--- src/logic/pcint_defs.vh ---
// constants for the pin-change interrupt block
`ifndef PCINT_DEFS_VH
`define PCINT_DEFS_VH
`define PCINT_OFS_RISE_A   8'h00
`define PCINT_OFS_RISE_B   8'h04
`define PCINT_OFS_RISE_C   8'h08
`define PCINT_OFS_RISE_E   8'h0C
`define PCINT_OFS_FALL_A   8'h10
`define PCINT_OFS_FALL_B   8'h14
`define PCINT_OFS_FALL_C   8'h18
`define PCINT_OFS_FALL_E   8'h1C
`define PCINT_OFS_FLAG_A   8'h20
`define PCINT_OFS_FLAG_B   8'h24
`define PCINT_OFS_FLAG_C   8'h28
`define PCINT_OFS_FLAG_E   8'h2C
`define PCINT_OFS_CTRL     8'h30
`define PCINT_OFS_IRQ_STAT 8'h34
`define PCINT_OFS_IRQ_MASK 8'h38
`define PCINT_CTRL_MEN_BIT 0
`define PCINT_E_PIN        3
`define PCINT_NPIN         25
`define PCINT_RESP_OKAY    2'b00
`define PCINT_RESP_SLVERR  2'b10
`endif

--- src/logic/pcint_edge.v ---
// synchroniser and rise/fall detector for one group of pins
module pcint_edge #(
  parameter W = 8
) (
  input  wire         clk,
  input  wire         rst,
  input  wire [W-1:0] pin_in,
  input  wire [W-1:0] rise_en,
  input  wire [W-1:0] fall_en,
  output wire [W-1:0] edge_hit
);
  reg [W-1:0] meta_ff;
  reg [W-1:0] sync_ff;
  reg [W-1:0] prev_ff;

  always @(posedge clk) begin
    if (rst) begin
      meta_ff <= {W{1'b0}};
      sync_ff <= {W{1'b0}};
      prev_ff <= {W{1'b0}};
    end else begin
      meta_ff <= pin_in;
      sync_ff <= meta_ff;
      prev_ff <= sync_ff;
    end
  end

  // see R4 see R5 see R6
  assign edge_hit = (rise_en & sync_ff & ~prev_ff) | (fall_en & ~sync_ff & prev_ff);
endmodule // pcint_edge

--- src/logic/pcint_top.v ---
// pin-change interrupt block with AXI4-Lite register slave
// Notes on behaviour
// ports a, b, c and port e pin three
// each pin configured independently
// master enable off still sets flags
// rise detector gated by rise enable bit
// fall detector gated by fall enable bit
// both enables detect either edge
// enabled edge sets flag, irq if enabled
// summary flag is or of all flags
// writing zero clears a flag
// edge during flag write wins
// software clears with masked and writes
// change wakes from sleep when enabled
// sleep edges recorded before wake completes
// pins synchronised, edges by sample compare
//
// The AXI4-Lite register port and the address map were decided locally.
`include "pcint_defs.vh"
module pcint_top (
  input  wire        clk,
  input  wire        rst,
  input  wire [7:0]  port_a_pin,
  input  wire [7:0]  port_b_pin,
  input  wire [7:0]  port_c_pin,
  input  wire        port_e_pin_three,
  input  wire        s_axi_awvalid,
  output wire        s_axi_awready,
  input  wire [7:0]  s_axi_awaddr,
  input  wire        s_axi_wvalid,
  output wire        s_axi_wready,
  input  wire [31:0] s_axi_wdata,
  input  wire [3:0]  s_axi_wstrb,
  output wire        s_axi_bvalid,
  input  wire        s_axi_bready,
  output wire [1:0]  s_axi_bresp,
  input  wire        s_axi_arvalid,
  output wire        s_axi_arready,
  input  wire [7:0]  s_axi_araddr,
  output wire        s_axi_rvalid,
  input  wire        s_axi_rready,
  output wire [31:0] s_axi_rdata,
  output wire [1:0]  s_axi_rresp,
  output wire        change_summary_flag,
  output wire        change_irq,
  output wire        wake_req,
  output wire        irq
);
  ////////////////////////////////////////////////////////////////////////////
  reg  [`PCINT_NPIN-1:0] rise_edge_enable_ff;
  reg  [`PCINT_NPIN-1:0] fall_edge_enable_ff;
  reg  [`PCINT_NPIN-1:0] flag_ff;
  reg                    change_irq_master_enable_ff;
  reg  [0:0]             irq_stat_ff;
  reg  [0:0]             irq_mask_ff;
  reg                    aw_full_ff;
  reg  [7:0]             aw_addr_ff;
  reg                    w_full_ff;
  reg  [31:0]            w_data_ff;
  reg  [3:0]             w_strb_ff;
  reg                    bvalid_ff;
  reg  [1:0]             bresp_ff;
  reg                    rvalid_ff;
  reg  [31:0]            rdata_ff;
  reg  [1:0]             rresp_ff;
  reg                    summ_prev_ff;
  wire [`PCINT_NPIN-1:0] edge_hit;
  wire [`PCINT_NPIN-1:0] pins;

  // flat pin vector: a[7:0], b[15:8], c[23:16], e3 at 24
  assign pins = {port_e_pin_three, port_c_pin, port_b_pin, port_a_pin};

  pcint_edge #(
    .W(`PCINT_NPIN)
  ) u_edge (
    .clk      (clk),
    .rst      (rst),
    .pin_in   (pins),
    .rise_en  (rise_edge_enable_ff),
    .fall_en  (fall_edge_enable_ff),
    .edge_hit (edge_hit)
  );

  ////////////////////////////////////////////////////////////////////////////
  // write channel: address and data taken in either order
  wire do_wr = aw_full_ff && w_full_ff && !bvalid_ff;
  assign s_axi_awready = !aw_full_ff && !bvalid_ff;
  assign s_axi_wready  = !w_full_ff && !bvalid_ff;
  assign s_axi_bvalid  = bvalid_ff;
  assign s_axi_bresp   = bresp_ff;

  // merge an 8-bit field of a 32-bit word under byte lane 0
  function [7:0] lane0;
    input [7:0] old;
    input [31:0] data;
    input [3:0] strb;
    begin
      lane0 = strb[0] ? data[7:0] : old;
    end
  endfunction

  function addr_ok;
    input [7:0] a;
    begin
      addr_ok = (a[1:0] == 2'b00) && (a <= `PCINT_OFS_IRQ_MASK);
    end
  endfunction

  wire [7:0] wa = aw_addr_ff;
  wire [7:0] ws = {8{w_strb_ff[0]}};
  wire [7:0] wd = w_data_ff[7:0];

  // flags: written bits take the written value, new edges then force set
  reg [`PCINT_NPIN-1:0] nxt_flag;
  always @* begin
    nxt_flag = flag_ff;
    if (do_wr) begin
      case (wa)
        `PCINT_OFS_FLAG_A: nxt_flag[7:0]   = (flag_ff[7:0] & ~ws) | (wd & ws);
        `PCINT_OFS_FLAG_B: nxt_flag[15:8]  = (flag_ff[15:8] & ~ws) | (wd & ws);
        `PCINT_OFS_FLAG_C: nxt_flag[23:16] = (flag_ff[23:16] & ~ws) | (wd & ws);
        `PCINT_OFS_FLAG_E: begin
          if (w_strb_ff[0])
            nxt_flag[24] = w_data_ff[`PCINT_E_PIN];
        end
        default: nxt_flag = flag_ff;
      endcase
    end
    nxt_flag = nxt_flag | edge_hit;  // see R7 see R10 see R3
  end

  wire summary = |flag_ff;
  assign change_summary_flag = summary;
  assign change_irq = summary && change_irq_master_enable_ff;  // see R3
  // wake is combinational so it works with no bus activity during sleep
  assign wake_req   = change_irq;
  assign irq        = |(irq_stat_ff & irq_mask_ff);

  always @(posedge clk) begin
    if (rst) begin
      rise_edge_enable_ff         <= {`PCINT_NPIN{1'b0}};
      fall_edge_enable_ff         <= {`PCINT_NPIN{1'b0}};
      flag_ff                     <= {`PCINT_NPIN{1'b0}};
      change_irq_master_enable_ff <= 1'b0;
      irq_stat_ff                 <= 1'b0;
      irq_mask_ff                 <= 1'b0;
      aw_full_ff                  <= 1'b0;
      aw_addr_ff                  <= 8'h00;
      w_full_ff                   <= 1'b0;
      w_data_ff                   <= 32'h00000000;
      w_strb_ff                   <= 4'h0;
      bvalid_ff                   <= 1'b0;
      bresp_ff                    <= `PCINT_RESP_OKAY;
      summ_prev_ff                <= 1'b0;
    end else begin
      flag_ff      <= nxt_flag;
      summ_prev_ff <= summary;
      if (s_axi_awvalid && s_axi_awready) begin
        aw_full_ff <= 1'b1;
        aw_addr_ff <= s_axi_awaddr;
      end
      if (s_axi_wvalid && s_axi_wready) begin
        w_full_ff <= 1'b1;
        w_data_ff <= s_axi_wdata;
        w_strb_ff <= s_axi_wstrb;
      end
      if (bvalid_ff && s_axi_bready)
        bvalid_ff <= 1'b0;
      // status event: summary rises; set wins over write-one clear
      if (summary && !summ_prev_ff)
        irq_stat_ff <= 1'b1;
      else if (do_wr && wa == `PCINT_OFS_IRQ_STAT && w_strb_ff[0] && w_data_ff[0])
        irq_stat_ff <= 1'b0;
      if (do_wr) begin
        aw_full_ff <= 1'b0;
        w_full_ff  <= 1'b0;
        bvalid_ff  <= 1'b1;
        bresp_ff   <= addr_ok(wa) ? `PCINT_RESP_OKAY : `PCINT_RESP_SLVERR;
        case (wa)
          `PCINT_OFS_RISE_A: rise_edge_enable_ff[7:0]   <=
                               lane0(rise_edge_enable_ff[7:0], w_data_ff, w_strb_ff);
          `PCINT_OFS_RISE_B: rise_edge_enable_ff[15:8]  <=
                               lane0(rise_edge_enable_ff[15:8], w_data_ff, w_strb_ff);
          `PCINT_OFS_RISE_C: rise_edge_enable_ff[23:16] <=
                               lane0(rise_edge_enable_ff[23:16], w_data_ff, w_strb_ff);
          `PCINT_OFS_RISE_E: begin
            if (w_strb_ff[0])
              rise_edge_enable_ff[24] <= w_data_ff[`PCINT_E_PIN];
          end
          `PCINT_OFS_FALL_A: fall_edge_enable_ff[7:0]   <=
                               lane0(fall_edge_enable_ff[7:0], w_data_ff, w_strb_ff);
          `PCINT_OFS_FALL_B: fall_edge_enable_ff[15:8]  <=
                               lane0(fall_edge_enable_ff[15:8], w_data_ff, w_strb_ff);
          `PCINT_OFS_FALL_C: fall_edge_enable_ff[23:16] <=
                               lane0(fall_edge_enable_ff[23:16], w_data_ff, w_strb_ff);
          `PCINT_OFS_FALL_E: begin
            if (w_strb_ff[0])
              fall_edge_enable_ff[24] <= w_data_ff[`PCINT_E_PIN];
          end
          `PCINT_OFS_CTRL: begin
            if (w_strb_ff[0])
              change_irq_master_enable_ff <= w_data_ff[`PCINT_CTRL_MEN_BIT];
          end
          `PCINT_OFS_IRQ_MASK: begin
            if (w_strb_ff[0])
              irq_mask_ff <= w_data_ff[0:0];
          end
          default: ;
        endcase
      end
    end
  end

  ////////////////////////////////////////////////////////////////////////////
  // read channel: one cycle after address taken
  assign s_axi_arready = !rvalid_ff;
  assign s_axi_rvalid  = rvalid_ff;
  assign s_axi_rdata   = rdata_ff;
  assign s_axi_rresp   = rresp_ff;

  reg [31:0] rd_mux;
  always @* begin
    rd_mux = 32'h00000000;
    case (s_axi_araddr)
      `PCINT_OFS_RISE_A:   rd_mux[7:0] = rise_edge_enable_ff[7:0];
      `PCINT_OFS_RISE_B:   rd_mux[7:0] = rise_edge_enable_ff[15:8];
      `PCINT_OFS_RISE_C:   rd_mux[7:0] = rise_edge_enable_ff[23:16];
      `PCINT_OFS_RISE_E:   rd_mux[`PCINT_E_PIN] = rise_edge_enable_ff[24];
      `PCINT_OFS_FALL_A:   rd_mux[7:0] = fall_edge_enable_ff[7:0];
      `PCINT_OFS_FALL_B:   rd_mux[7:0] = fall_edge_enable_ff[15:8];
      `PCINT_OFS_FALL_C:   rd_mux[7:0] = fall_edge_enable_ff[23:16];
      `PCINT_OFS_FALL_E:   rd_mux[`PCINT_E_PIN] = fall_edge_enable_ff[24];
      `PCINT_OFS_FLAG_A:   rd_mux[7:0] = flag_ff[7:0];
      `PCINT_OFS_FLAG_B:   rd_mux[7:0] = flag_ff[15:8];
      `PCINT_OFS_FLAG_C:   rd_mux[7:0] = flag_ff[23:16];
      `PCINT_OFS_FLAG_E:   rd_mux[`PCINT_E_PIN] = flag_ff[24];
      `PCINT_OFS_CTRL: begin
        rd_mux[`PCINT_CTRL_MEN_BIT] = change_irq_master_enable_ff;
        rd_mux[1] = summary;
      end
      `PCINT_OFS_IRQ_STAT: rd_mux[0] = irq_stat_ff[0];
      `PCINT_OFS_IRQ_MASK: rd_mux[0] = irq_mask_ff[0];
      default:             rd_mux = 32'h00000000;
    endcase
  end

  always @(posedge clk) begin
    if (rst) begin
      rvalid_ff <= 1'b0;
      rdata_ff  <= 32'h00000000;
      rresp_ff  <= `PCINT_RESP_OKAY;
    end else if (s_axi_arvalid && !rvalid_ff) begin
      rvalid_ff <= 1'b1;
      rdata_ff  <= rd_mux;
      rresp_ff  <= addr_ok(s_axi_araddr) ? `PCINT_RESP_OKAY : `PCINT_RESP_SLVERR;
    end else if (rvalid_ff && s_axi_rready) begin
      rvalid_ff <= 1'b0;
    end
  end
endmodule // pcint_top

--- config.mk ---
export PLATFORM = sky130hd
export DESIGN_NAME = pcint_top
export DESIGN_NICKNAME = d
export VERILOG_FILES = /design/src/logic/pcint_edge.v /design/src/logic/pcint_top.v
export VERILOG_INCLUDE_DIRS = /design/src /design/src/logic
export SDC_FILE = /design/constraint.sdc
export NUM_CORES = 1
export LEC_CHECK = 0
export ABC_AREA = 1
export BUFFER_PORTS_ARGS = -buffer_cell sky130_fd_sc_hd__buf_2
export CAP_MARGIN = 40
export CORE_ASPECT_RATIO = 1.5
export CORE_MARGIN = 1
export CORE_UTILIZATION = 58
export CTS_BUF_LIST = sky130_fd_sc_hd__clkbuf_4
export DETAILED_ROUTE_END_ITERATION = 7
export PLACE_DENSITY = 0.82
export SLEW_MARGIN = 20
export SYNTH_ARGS = -nofsm -noshare
export SYNTH_HDL_FRONTEND = slang
export SYNTH_SLANG_ARGS = --single-unit
export TNS_END_PERCENT = 10
--- constraint.sdc ---
create_clock -name clk -period 1.8 [get_ports clk]
set_input_delay 0.09 -clock clk [delete_from_list [all_inputs] [get_ports clk]]
set_output_delay 0.09 -clock clk [all_outputs]
set_load 0.03 [all_outputs]
# After elaboration in Yosys (flattened, before gate mapping)
# Cells that the tools add are included.
# totals
register_bits	187
input_bits	84
output_inout_bits	45
elab_cells	132
# classes
order_cmp	2
eq_ne	28
muxes	19
bitwise_logic	17
n_reduce_logical	40
# op_table
operator	n
== test 8 x 6 -> 1 bit, second input constant	14
bitwise AND 25 bit	4
== test 8 x 5 -> 1 bit, second input constant	8
inverter 25 bit	2
OR 25 bit	2
one-hot mux 4 bit (9 select lines)	1
bitwise AND 8 bit	4
== test 8 x 4 -> 1 bit, second input constant	4
AND reduction 3 bit	10
2-to-1 mux 25 bit	1
OR reduction 25 bit	1
2-to-1 mux 8 bit	3
OR 8 bit	3
one-hot mux 1 bit (12 select lines)	2
== test 8 x 3 -> 1 bit, second input constant	2
<= comparator 8 x 6 -> 1 bit, second input constant	2
logical AND 1 bit	16
logical NOT 8 bit	2
one-hot mux 1 bit (10 select lines)	1
one-hot mux 1 bit (9 select lines)	1
2-to-1 mux 1 bit	8
inverter 8 bit	1
nonzero test 2 bit	3
logical NOT 1 bit	5
other kinds (4)	6

# Depth between registers and ports, before layout
# Gate-level depths: netlist (run 1).
# logic_depth
word_depth	7
mapped_depth	12
depth_no_buf	11

# By module
# A second synthesis (run 1) with hierarchy kept.
# unflattened
hier_cells	1059
area_unflattened_um2	7977.7
# modules_own_cells
module	instances	cells_each	area_each_um2	seq_area_each_um2
pcint_top	1	726	5401.4	2202.1
pcint_edge	1	333	2576.2	1501.4

# Least setup slack after synthesis (run 1)
# Ideal clock, no wire load.
# synth_timing
path_type	reg-to-output
startpoint	reg flag_ff[10]
endpoint	out wake_req
t_arrival_ns	1.637
required_ns	1.710
slack_ns	0.073
stages_incl_launch_ff	9
path_buffers	1
path_cell_list	dfxtp_1 nor2_1 and2_1 nand2_1 nor2_1 nand2_1 inv_1 nor2_1 buf_4
# synth_via
elab_chain_len	2
# synth_lines
item	line_no	text
start, declared	pcint_top.v:52	reg [`PCINT_NPIN-1:0] flag_ff;
start signal, assigned	pcint_top.v:143	flag_ff <= {`PCINT_NPIN{1'b0}};
start signal, assigned	pcint_top.v:156	flag_ff <= nxt_flag;
OR reduction 25 bit	pcint_top.v:132	wire summary = |flag_ff;
net change_summary_flag	pcint_top.v:44	output wire change_summary_flag,
logical AND 1 bit	pcint_top.v:134	assign change_irq = summary && change_irq_master_enable_ff;
end, declared	pcint_top.v:46	output wire wake_req,
# The timed path passes the listed nets, and every way through them passes these cells.

# Worst setup path in the final report (run 1)
# layout_timing
startpoint	reg flag_ff[21]
endpoint	out change_irq
# layout_via
elab_chain_len	2
# layout_lines
item	line_no	text
OR reduction 25 bit	pcint_top.v:132	
logical AND 1 bit	pcint_top.v:134	
end, declared	pcint_top.v:45	output wire change_irq,
# Every way passes these cells.

==> flow_metrics.py, run 1 <==
metrics = {
    "pwr": {
        "power.share.clock_pct": 30.3,
        "p_comb_share_pct": 10.2,
        "totalPowerFinal_uw": 7230,
        "swShare_pct": 28.5,
        "p_seq_share_pct": 59.4,
        "power_density_nw_per_um2": 799,
        "power_switching_uw": 2060,
        "ir_worst_vdd_mv": 0.715,
        "p_leak_uw": 0.00416,
        "power.internal_uw": 5170,
    },
    "place": {
        "pre_cts_ws_ns": 0.129,
        "dp_hpwl_mm": 13.6,
        "globalplace.congestion": 1.00,
        "port_buffers": 75,
    },
    "worst_setup_path": {
        "ff2ff_setup_slack_ns": 0.10,
        "r2r_cells": 10,
        "r2r-end": "rise_edge_enable_ff[16]$_SDFFE_PP0P_",
        "reg2reg_from": "w_full_ff$_SDFFE_PP0P_",
        "cp_max_fo": 3,
        "slowest_delay_ns": 0.37,
        "crit_chain": "nor2_1, nand3_1, nor2_1, nand2_2, inv_2, nor2_4, buf_6",
        "critPathSlowestCell": "dfxtp_2",
        "end_kind": "output port",
        "arrival_ns": 1.72,
        "crit_type": "reg -> out",
        "critPathLaunchType": "flop",
        "cpMostUsedCell": "nor2_1",
        "cp.required_ns": 1.71,
    },
    "layout": {
        "drive_gt1_share_pct": 15.3,
        "final_nets": 1260,
        "final_cell_mix": "181 x nand2_1, 180 x nor2_1, 177 x dfxtp_1",
        "layout_commonest_cell": "nand2_1",
        "area_growth_pct": 17.6,
    },
    "synth": {
        "synth_area_per_cell_um2": 7.40,
        "yosys.cell_types.count": 39,
        "synth_warnings": 0,
        "ys_seq_area_share_pct": 48.1,
        "syn_area_um2": 7700,
        "synthArstFlopShare_pct": 0,
        "synth-edff-count": 0,
        "synth-seq-cells": 185,
        "synthFlopType": "dfxtp_1",
        "syn_inst": 1041,
    },
    "routing": {
        "wirelength_mm": 20.2,
        "route.vias.total": 7116,
        "wire_per_inst_um": 14.9,
        "dr.pass1.iters": 7,
        "antenna_left": 0,
        "vias_per_cell": 5.28,
        "drt_iter0_markers": 371,
        "drc": 0,
    },
    "worst_hold_path": {
        "hold_end": "aw_addr_ff[4]$_SDFFE_PP0P_",
        "min_from": "s_axi_awvalid",
        "worstHoldPathCells": 3,
        "hold_class": "in -> reg",
    },
    "status": {
        "status": "finished with violations",
        "violations": "negative setup slack",
    },
    "sta": {
        "setup_viol_count_final": 2,
        "hold_viol": 0,
        "timing.hold.ws_ns": 0.0352,
        "skew_ns": 0.0176,
        "drv_slew": 0,
        "finalCriticalPeriod_ns": 1.81,
        "rsz0062_at_grt": "true",
        "fmax_mhz": 554,
        "tightest_slew_ns": 0.515,
        "tns_ns": -0.00982,
        "fin_crit_sh_pct": 100,
        "fin_ws_ns": -0.00568,
        "slew_headroom_pct": 65.6,
    },
    "clocking": {
        "numCtsBuffers": 17,
        "htreeDepth": 4,
        "clk_pin_slew_ns": 0.15,
        "cts_root_buf": "clkbuf_4",
        "cts_tree": "yes",
        "clock_sinks": 185,
        "cts_buffer_depth": 2,
        "worstSkewPairLatency_ns": 0.58,
    },
    "global_routing": {
        "grt_start_max_net_pins": 105,
        "grt_pass1_wl_mm": 31.6,
        "track_usage_pct": 30.7,
        "grt_pass1_vias": 6653,
        "grt-ovfl-total": 0,
        "antenna_found_initial": 1,
    },
    "floorplan": {
        "core-area_um2": 13000,
        "row_count": 51,
        "die_area_um2": 13800,
        "fp.dieW_um": 96.1,
        "die_y_um": 143,
        "start_util_pct": 59.5,
        "io_pins": 129,
    },
    "job": {
        "drv_cap": 0,
    },
}
-- layout make-up --
| type | count | area, µm² |
|---|---|---|
| multi-input combinational | 661 | 3140 |
| timing repair buffer | 150 | 1120 |
| fill | 1058 | 3890 |
| sequential | 185 | 3720 |
| clock inverter | 15 | 140 |
| tap | 159 | 199 |
| inverter | 161 | 609 |
| antenna | 1 | 2.50 |
| clock buffer | 17 | 128 |
-- worst max-delay path: cells and delay by family (launching register included) --
family / cells / cell delay (ns)
and+or+nand+nor: 5 / 0.54
DFF: 1 / 0.37
buffers and inverters: 2 / 0.23
-- layer usage --
layer  wire length (µm)  up-vias  global-route usage [%]
met5                  0        -                       0
met4               1480        0                    21.6
met3               1320       96                    6.44
met2               9750      300                    50.4
met1               7600     3212                    34.9
li1                   -     3508                       -
-- sequential cells by signal (all words and copies together) (netlist names), 8 cells and up --
signal / cells
fall_edge_enable_ff: 25
flag_ff: 25
rise_edge_enable_ff: 25
u_edge.meta_ff: 25
u_edge.prev_ff: 25
u_edge.sync_ff: 25
aw_addr_ff: 8
s_axi_rdata: 8
w_data_ff: 8
-- cells by family after synthesis --
logic type             Yosys count  synth area share (%)
and+or+nand+nor                437                  24.0
buffers and inverters          220                  12.6
AOI/OAI and AO/OA              198                  15.2
DFF                            185                  48.1
other                            1                0.0487
-- what timing repair did --
action,CTS,global route
endpoints found under the setup margin,3,19
resized for setup,16,7
hold endpoints to repair,55,0
hold buffers,52,0
gates cloned,0,0
pin swaps,3,2
setup buffers,5,1
-- through the flow --
step,instances,utilization (%),area [µm²]
after detailed placement,1258,63.1,8180
after floorplan,1066,-,7800
after global routing,1349,69.9,9060
after CTS,1347,69.8,9040
final,1349,69.9,9060
after global placement,1258,63.1,8180
-- worst max path at each step --
stage / from / slack, ns / cells after the start / endpoint
after floorplan: flag_ff[10]$_SDFF_PP0_ / 0.07 / 8 / wake_req
after global placement: s_axi_bvalid$_SDFFE_PP0P_ / 0.21 / 9 / rise_edge_enable_ff[16]$_SDFFE_PP0P_
after detailed placement: s_axi_bvalid$_SDFFE_PP0P_ / 0.13 / 9 / rise_edge_enable_ff[18]$_SDFFE_PP0P_
after CTS: flag_ff[1]$_SDFF_PP0_ / -0.02 / 8 / change_irq
after global routing: flag_ff[0]$_SDFF_PP0_ / -0.11 / 8 / wake_req
final: flag_ff[21]$_SDFF_PP0_ / -0.006 / 7 / change_irq
-- power groups by stage --
| stage | clock (µW) | combinational, µW | sequential [µW] |
|---|---|---|---|
| after floorplan | 0 | 464 | 4380 |
| after global routing | 2390 | 805 | 4310 |
| after global placement | 0 | 621 | 4380 |
| final | 2200 | 740 | 4300 |
| after detailed placement | 0 | 632 | 4380 |
| after CTS | 2230 | 721 | 4290 |
-- cell usage after synthesis (2+ instances only) --
cell type / n / area [µm²]
nand4_1: 3 / 18.8
nand3_2: 2 / 20.0
o21ai_0: 61 / 305
buf_4: 29 / 218
o21ai_1: 9 / 45.0
clkinv_1: 3 / 11.3
nor2_8: 2 / 40.0
nor4_1: 2 / 12.5
nand3_1: 35 / 175
dfxtp_1: 185 / 3700
nor3_1: 5 / 25.0
a211oi_1: 16 / 120
a31oi_1: 25 / 156
nand2_1: 183 / 687
clkbuf_1: 22 / 82.6
inv_4: 2 / 12.5
buf_6: 4 / 45.0
inv_1: 153 / 574
buf_2: 3 / 15.0
a21oi_2: 2 / 17.5
nor2_1: 183 / 687
nor2_2: 8 / 50.1
nand2_2: 3 / 18.8
a21oi_1: 59 / 295
nor2_4: 6 / 67.6
inv_2: 3 / 11.3
o211ai_2: 8 / 100
o211ai_1: 14 / 105
No activity file was read; power rests on OpenSTA's default activity.
==> run 2, diff against run 1 <==
--- a/config.mk
+++ b/config.mk
@@ -15,6 +15,7 @@
 export CTS_BUF_LIST = sky130_fd_sc_hd__clkbuf_4
 export DETAILED_ROUTE_END_ITERATION = 7
 export PLACE_DENSITY = 0.82
+export SKIP_CTS_REPAIR_TIMING = 1
 export SLEW_MARGIN = 20
 export SYNTH_ARGS = -nofsm -noshare
 export SYNTH_HDL_FRONTEND = slang
==> run 2 against run 1 <==
Against the previous run:
- the run still ends with negative setup slack left
- first-iteration DRC count is 15% higher
- power hardly changed
- worst hold slack got worse by 0.028 ns
- global-route usage shrank 2.2 points
- largest power group unchanged
- register-to-register slack lost 0.04 ns
- combinational power shrank 0.5%
- die area unchanged
- core utilization shrank 0.42 points
- clock skew decreased by 0.0023 ns
- critical endpoint unchanged
- flip-flop and latch count unchanged
==> flow_metrics.py, run 2 (synthesized netlist as in run 1, its figures left out) <==
metrics = {
    "status": {
        "status": "finished with violations",
        "violations": "negative setup slack",
    },
    "layout": {
        "final_cell_mix": "182 x nand2_1, 180 x nor2_1, 179 x dfxtp_1",
        "fill_cells": 1071,
        "area_growth_pct": 16.9,
        "layout_commonest_cell": "nand2_1",
        "final_nets": 1254,
        "final_area_um2": 9000,
        "drive_gt1_share_pct": 15.0,
    },
    "global_routing": {
        "track_usage_pct": 28.5,
        "grt-ovfl-total": 0,
        "grt_pass1_vias": 6169,
        "grt_pass1_wl_mm": 29.2,
        "grt_start_max_net_pins": 105,
        "antenna_found_initial": 1,
    },
    "floorplan": {
        "fp.dieW_um": 96.1,
        "die_area_um2": 13800,
        "die_y_um": 143,
        "row_count": 51,
        "core-area_um2": 13000,
        "start_util_pct": 59.5,
        "io_pins": 129,
    },
    "place": {
        "globalplace.congestion": 1.00,
        "dp_hpwl_mm": 13.6,
        "dpl_cell_area_um2": 8180,
        "port_buffers": 75,
    },
    "sta": {
        "fin_ws_ns": -0.0461,
        "setup_viol_count_final": 2,
        "rsz0062_at_grt": "true",
        "fmax_mhz": 542,
        "tightest_slew_ns": 0.546,
        "slew_headroom_pct": 63.5,
        "finalCriticalPeriod_ns": 1.85,
        "drv_slew": 0,
        "fin_crit_sh_pct": 103,
        "hold_viol": 0,
        "skew_ns": 0.0153,
    },
    "clocking": {
        "worstSkewPairLatency_ns": 0.58,
        "cts_tree": "yes",
        "numCtsBuffers": 17,
        "cts_root_buf": "clkbuf_4",
        "cts_buffer_depth": 2,
        "htreeDepth": 4,
        "clk_pin_slew_ns": 0.16,
        "clock_sinks": 185,
    },
    "worst_setup_path": {
        "cp_max_fo": 3,
        "cp.required_ns": 1.71,
        "critPathLaunchType": "flop",
        "crit_family": "simple AND/OR/NAND/NOR gates",
        "arrival_ns": 1.76,
        "crit_chain": "nor2_2, and2_1, nand2_1, nor2_1, nand2_2, inv_2, nor2_2, buf_6",
        "cpMostUsedCell": "nor2_2",
        "critPathSlowestCell": "dfxtp_4",
        "critPathBufInv": 2,
        "crit_type": "reg -> out",
        "end_kind": "output port",
        "slowest_delay_ns": 0.40,
    },
    "routing": {
        "wl_met2_mm": 9.84,
        "route.vias.total": 7040,
        "drt_iter0_markers": 426,
        "wl_met3_mm": 1.11,
        "drc": 0,
        "antenna_left": 0,
        "wirelength_mm": 20.0,
        "vias_per_cell": 5.24,
        "wire_per_inst_um": 14.9,
        "dr.pass1.iters": 6,
        "m1WireLength_mm": 7.75,
        "highest_layer": "met4",
    },
    "pwr": {
        "totalPowerFinal_uw": 7230,
        "power_density_nw_per_um2": 803,
        "p_leak_uw": 0.00413,
        "ir_worst_vdd_mv": 0.821,
    },
    "job": {
        "drv_cap": 0,
    },
    "worst_hold_path": {
        "hold_class": "in -> reg",
    },
}
[run 2: cell count changes in the layout (fill, tap and decap cells not counted), sizes merged]
| cell | previous run | this run |
|---|---|---|
| buf | 98 | 95 |
| dlygate4sd3 | 52 | 49 |
[run 2: through the flow]
stage	instances	setup TNS, ns	hold slack, ns	utilization (%)	setup slack [ns]
after global placement	1258	0	0.289	63.1	0.211
after CTS	1290	-0.491	-0.331	65.2	-0.234
after floorplan	1066	0	0.197	-	0.0734
after detailed placement	1258	0	0.297	63.1	0.129
final	1343	-0.0897	0.00735	69.5	-0.0461
after global routing	1343	-0.650	0.0156	69.5	-0.149
[run 2: path summary, 6_finish.rpt]
path                                                     from                                    to  slack [ns]  cells past startpoint
worst max register to register         w_full_ff$_SDFFE_PP0P_  rise_edge_enable_ff[20]$_SDFFE_PP0P_        0.06                     10
worst min-delay path                                      rst             s_axi_rvalid$_SDFFE_PP0P_       0.007                      4
worst max-delay path                    flag_ff[1]$_SDFF_PP0_                            change_irq       -0.05                      8
worst min register to register  u_edge.meta_ff[15]$_SDFF_PP0_         u_edge.sync_ff[15]$_SDFF_PP0_        0.40                      2
[run 2: worst reg2reg max path: stages, from the launching register on]
cell	delay, ns
dfxtp_2	0.36
inv_1	0.05
nor2_2	0.08
nand2_2	0.10
nor2_4	0.19
inv_4	0.09
nor2_4	0.13
inv_2	0.06
nor2_4	0.34
o21ai_0	0.15
a21oi_1	0.13
[run 2: area by class of cell]
cell class / count / area [µm²] / area share [%]
sequential: 185 / 3720 / 41.3
multi-input combinational: 661 / 3140 / 34.9
timing repair buffer: 144 / 1070 / 11.9
inverter: 161 / 609 / 6.77
tap: 159 / 199 / 2.21
clock inverter: 15 / 140 / 1.56
clock buffer: 17 / 128 / 1.42
antenna: 1 / 2.50 / 0.0278
[run 2: metal layers]
| metal | vias to the layer above | global-route usage, % |
|---|---|---|
| li1 | 3496 | - |
| met1 | 3192 | 32.0 |
| met2 | 271 | 46.6 |
| met3 | 81 | 6.44 |
| met4 | 0 | 20.8 |
| met5 | - | 0 |
[run 2: power breakdown]
| part | total (µW) | switching, µW | internal [µW] | leakage (µW) |
|---|---|---|---|---|
| Sequential | 4300 | 80.9 | 4220 | 0.00151 |
| Combinational | 736 | 498 | 238 | 0.00248 |
| Clock | 2200 | 1480 | 715 | 0.000139 |
| Total | 7230 | 2060 | 5170 | 0.00413 |
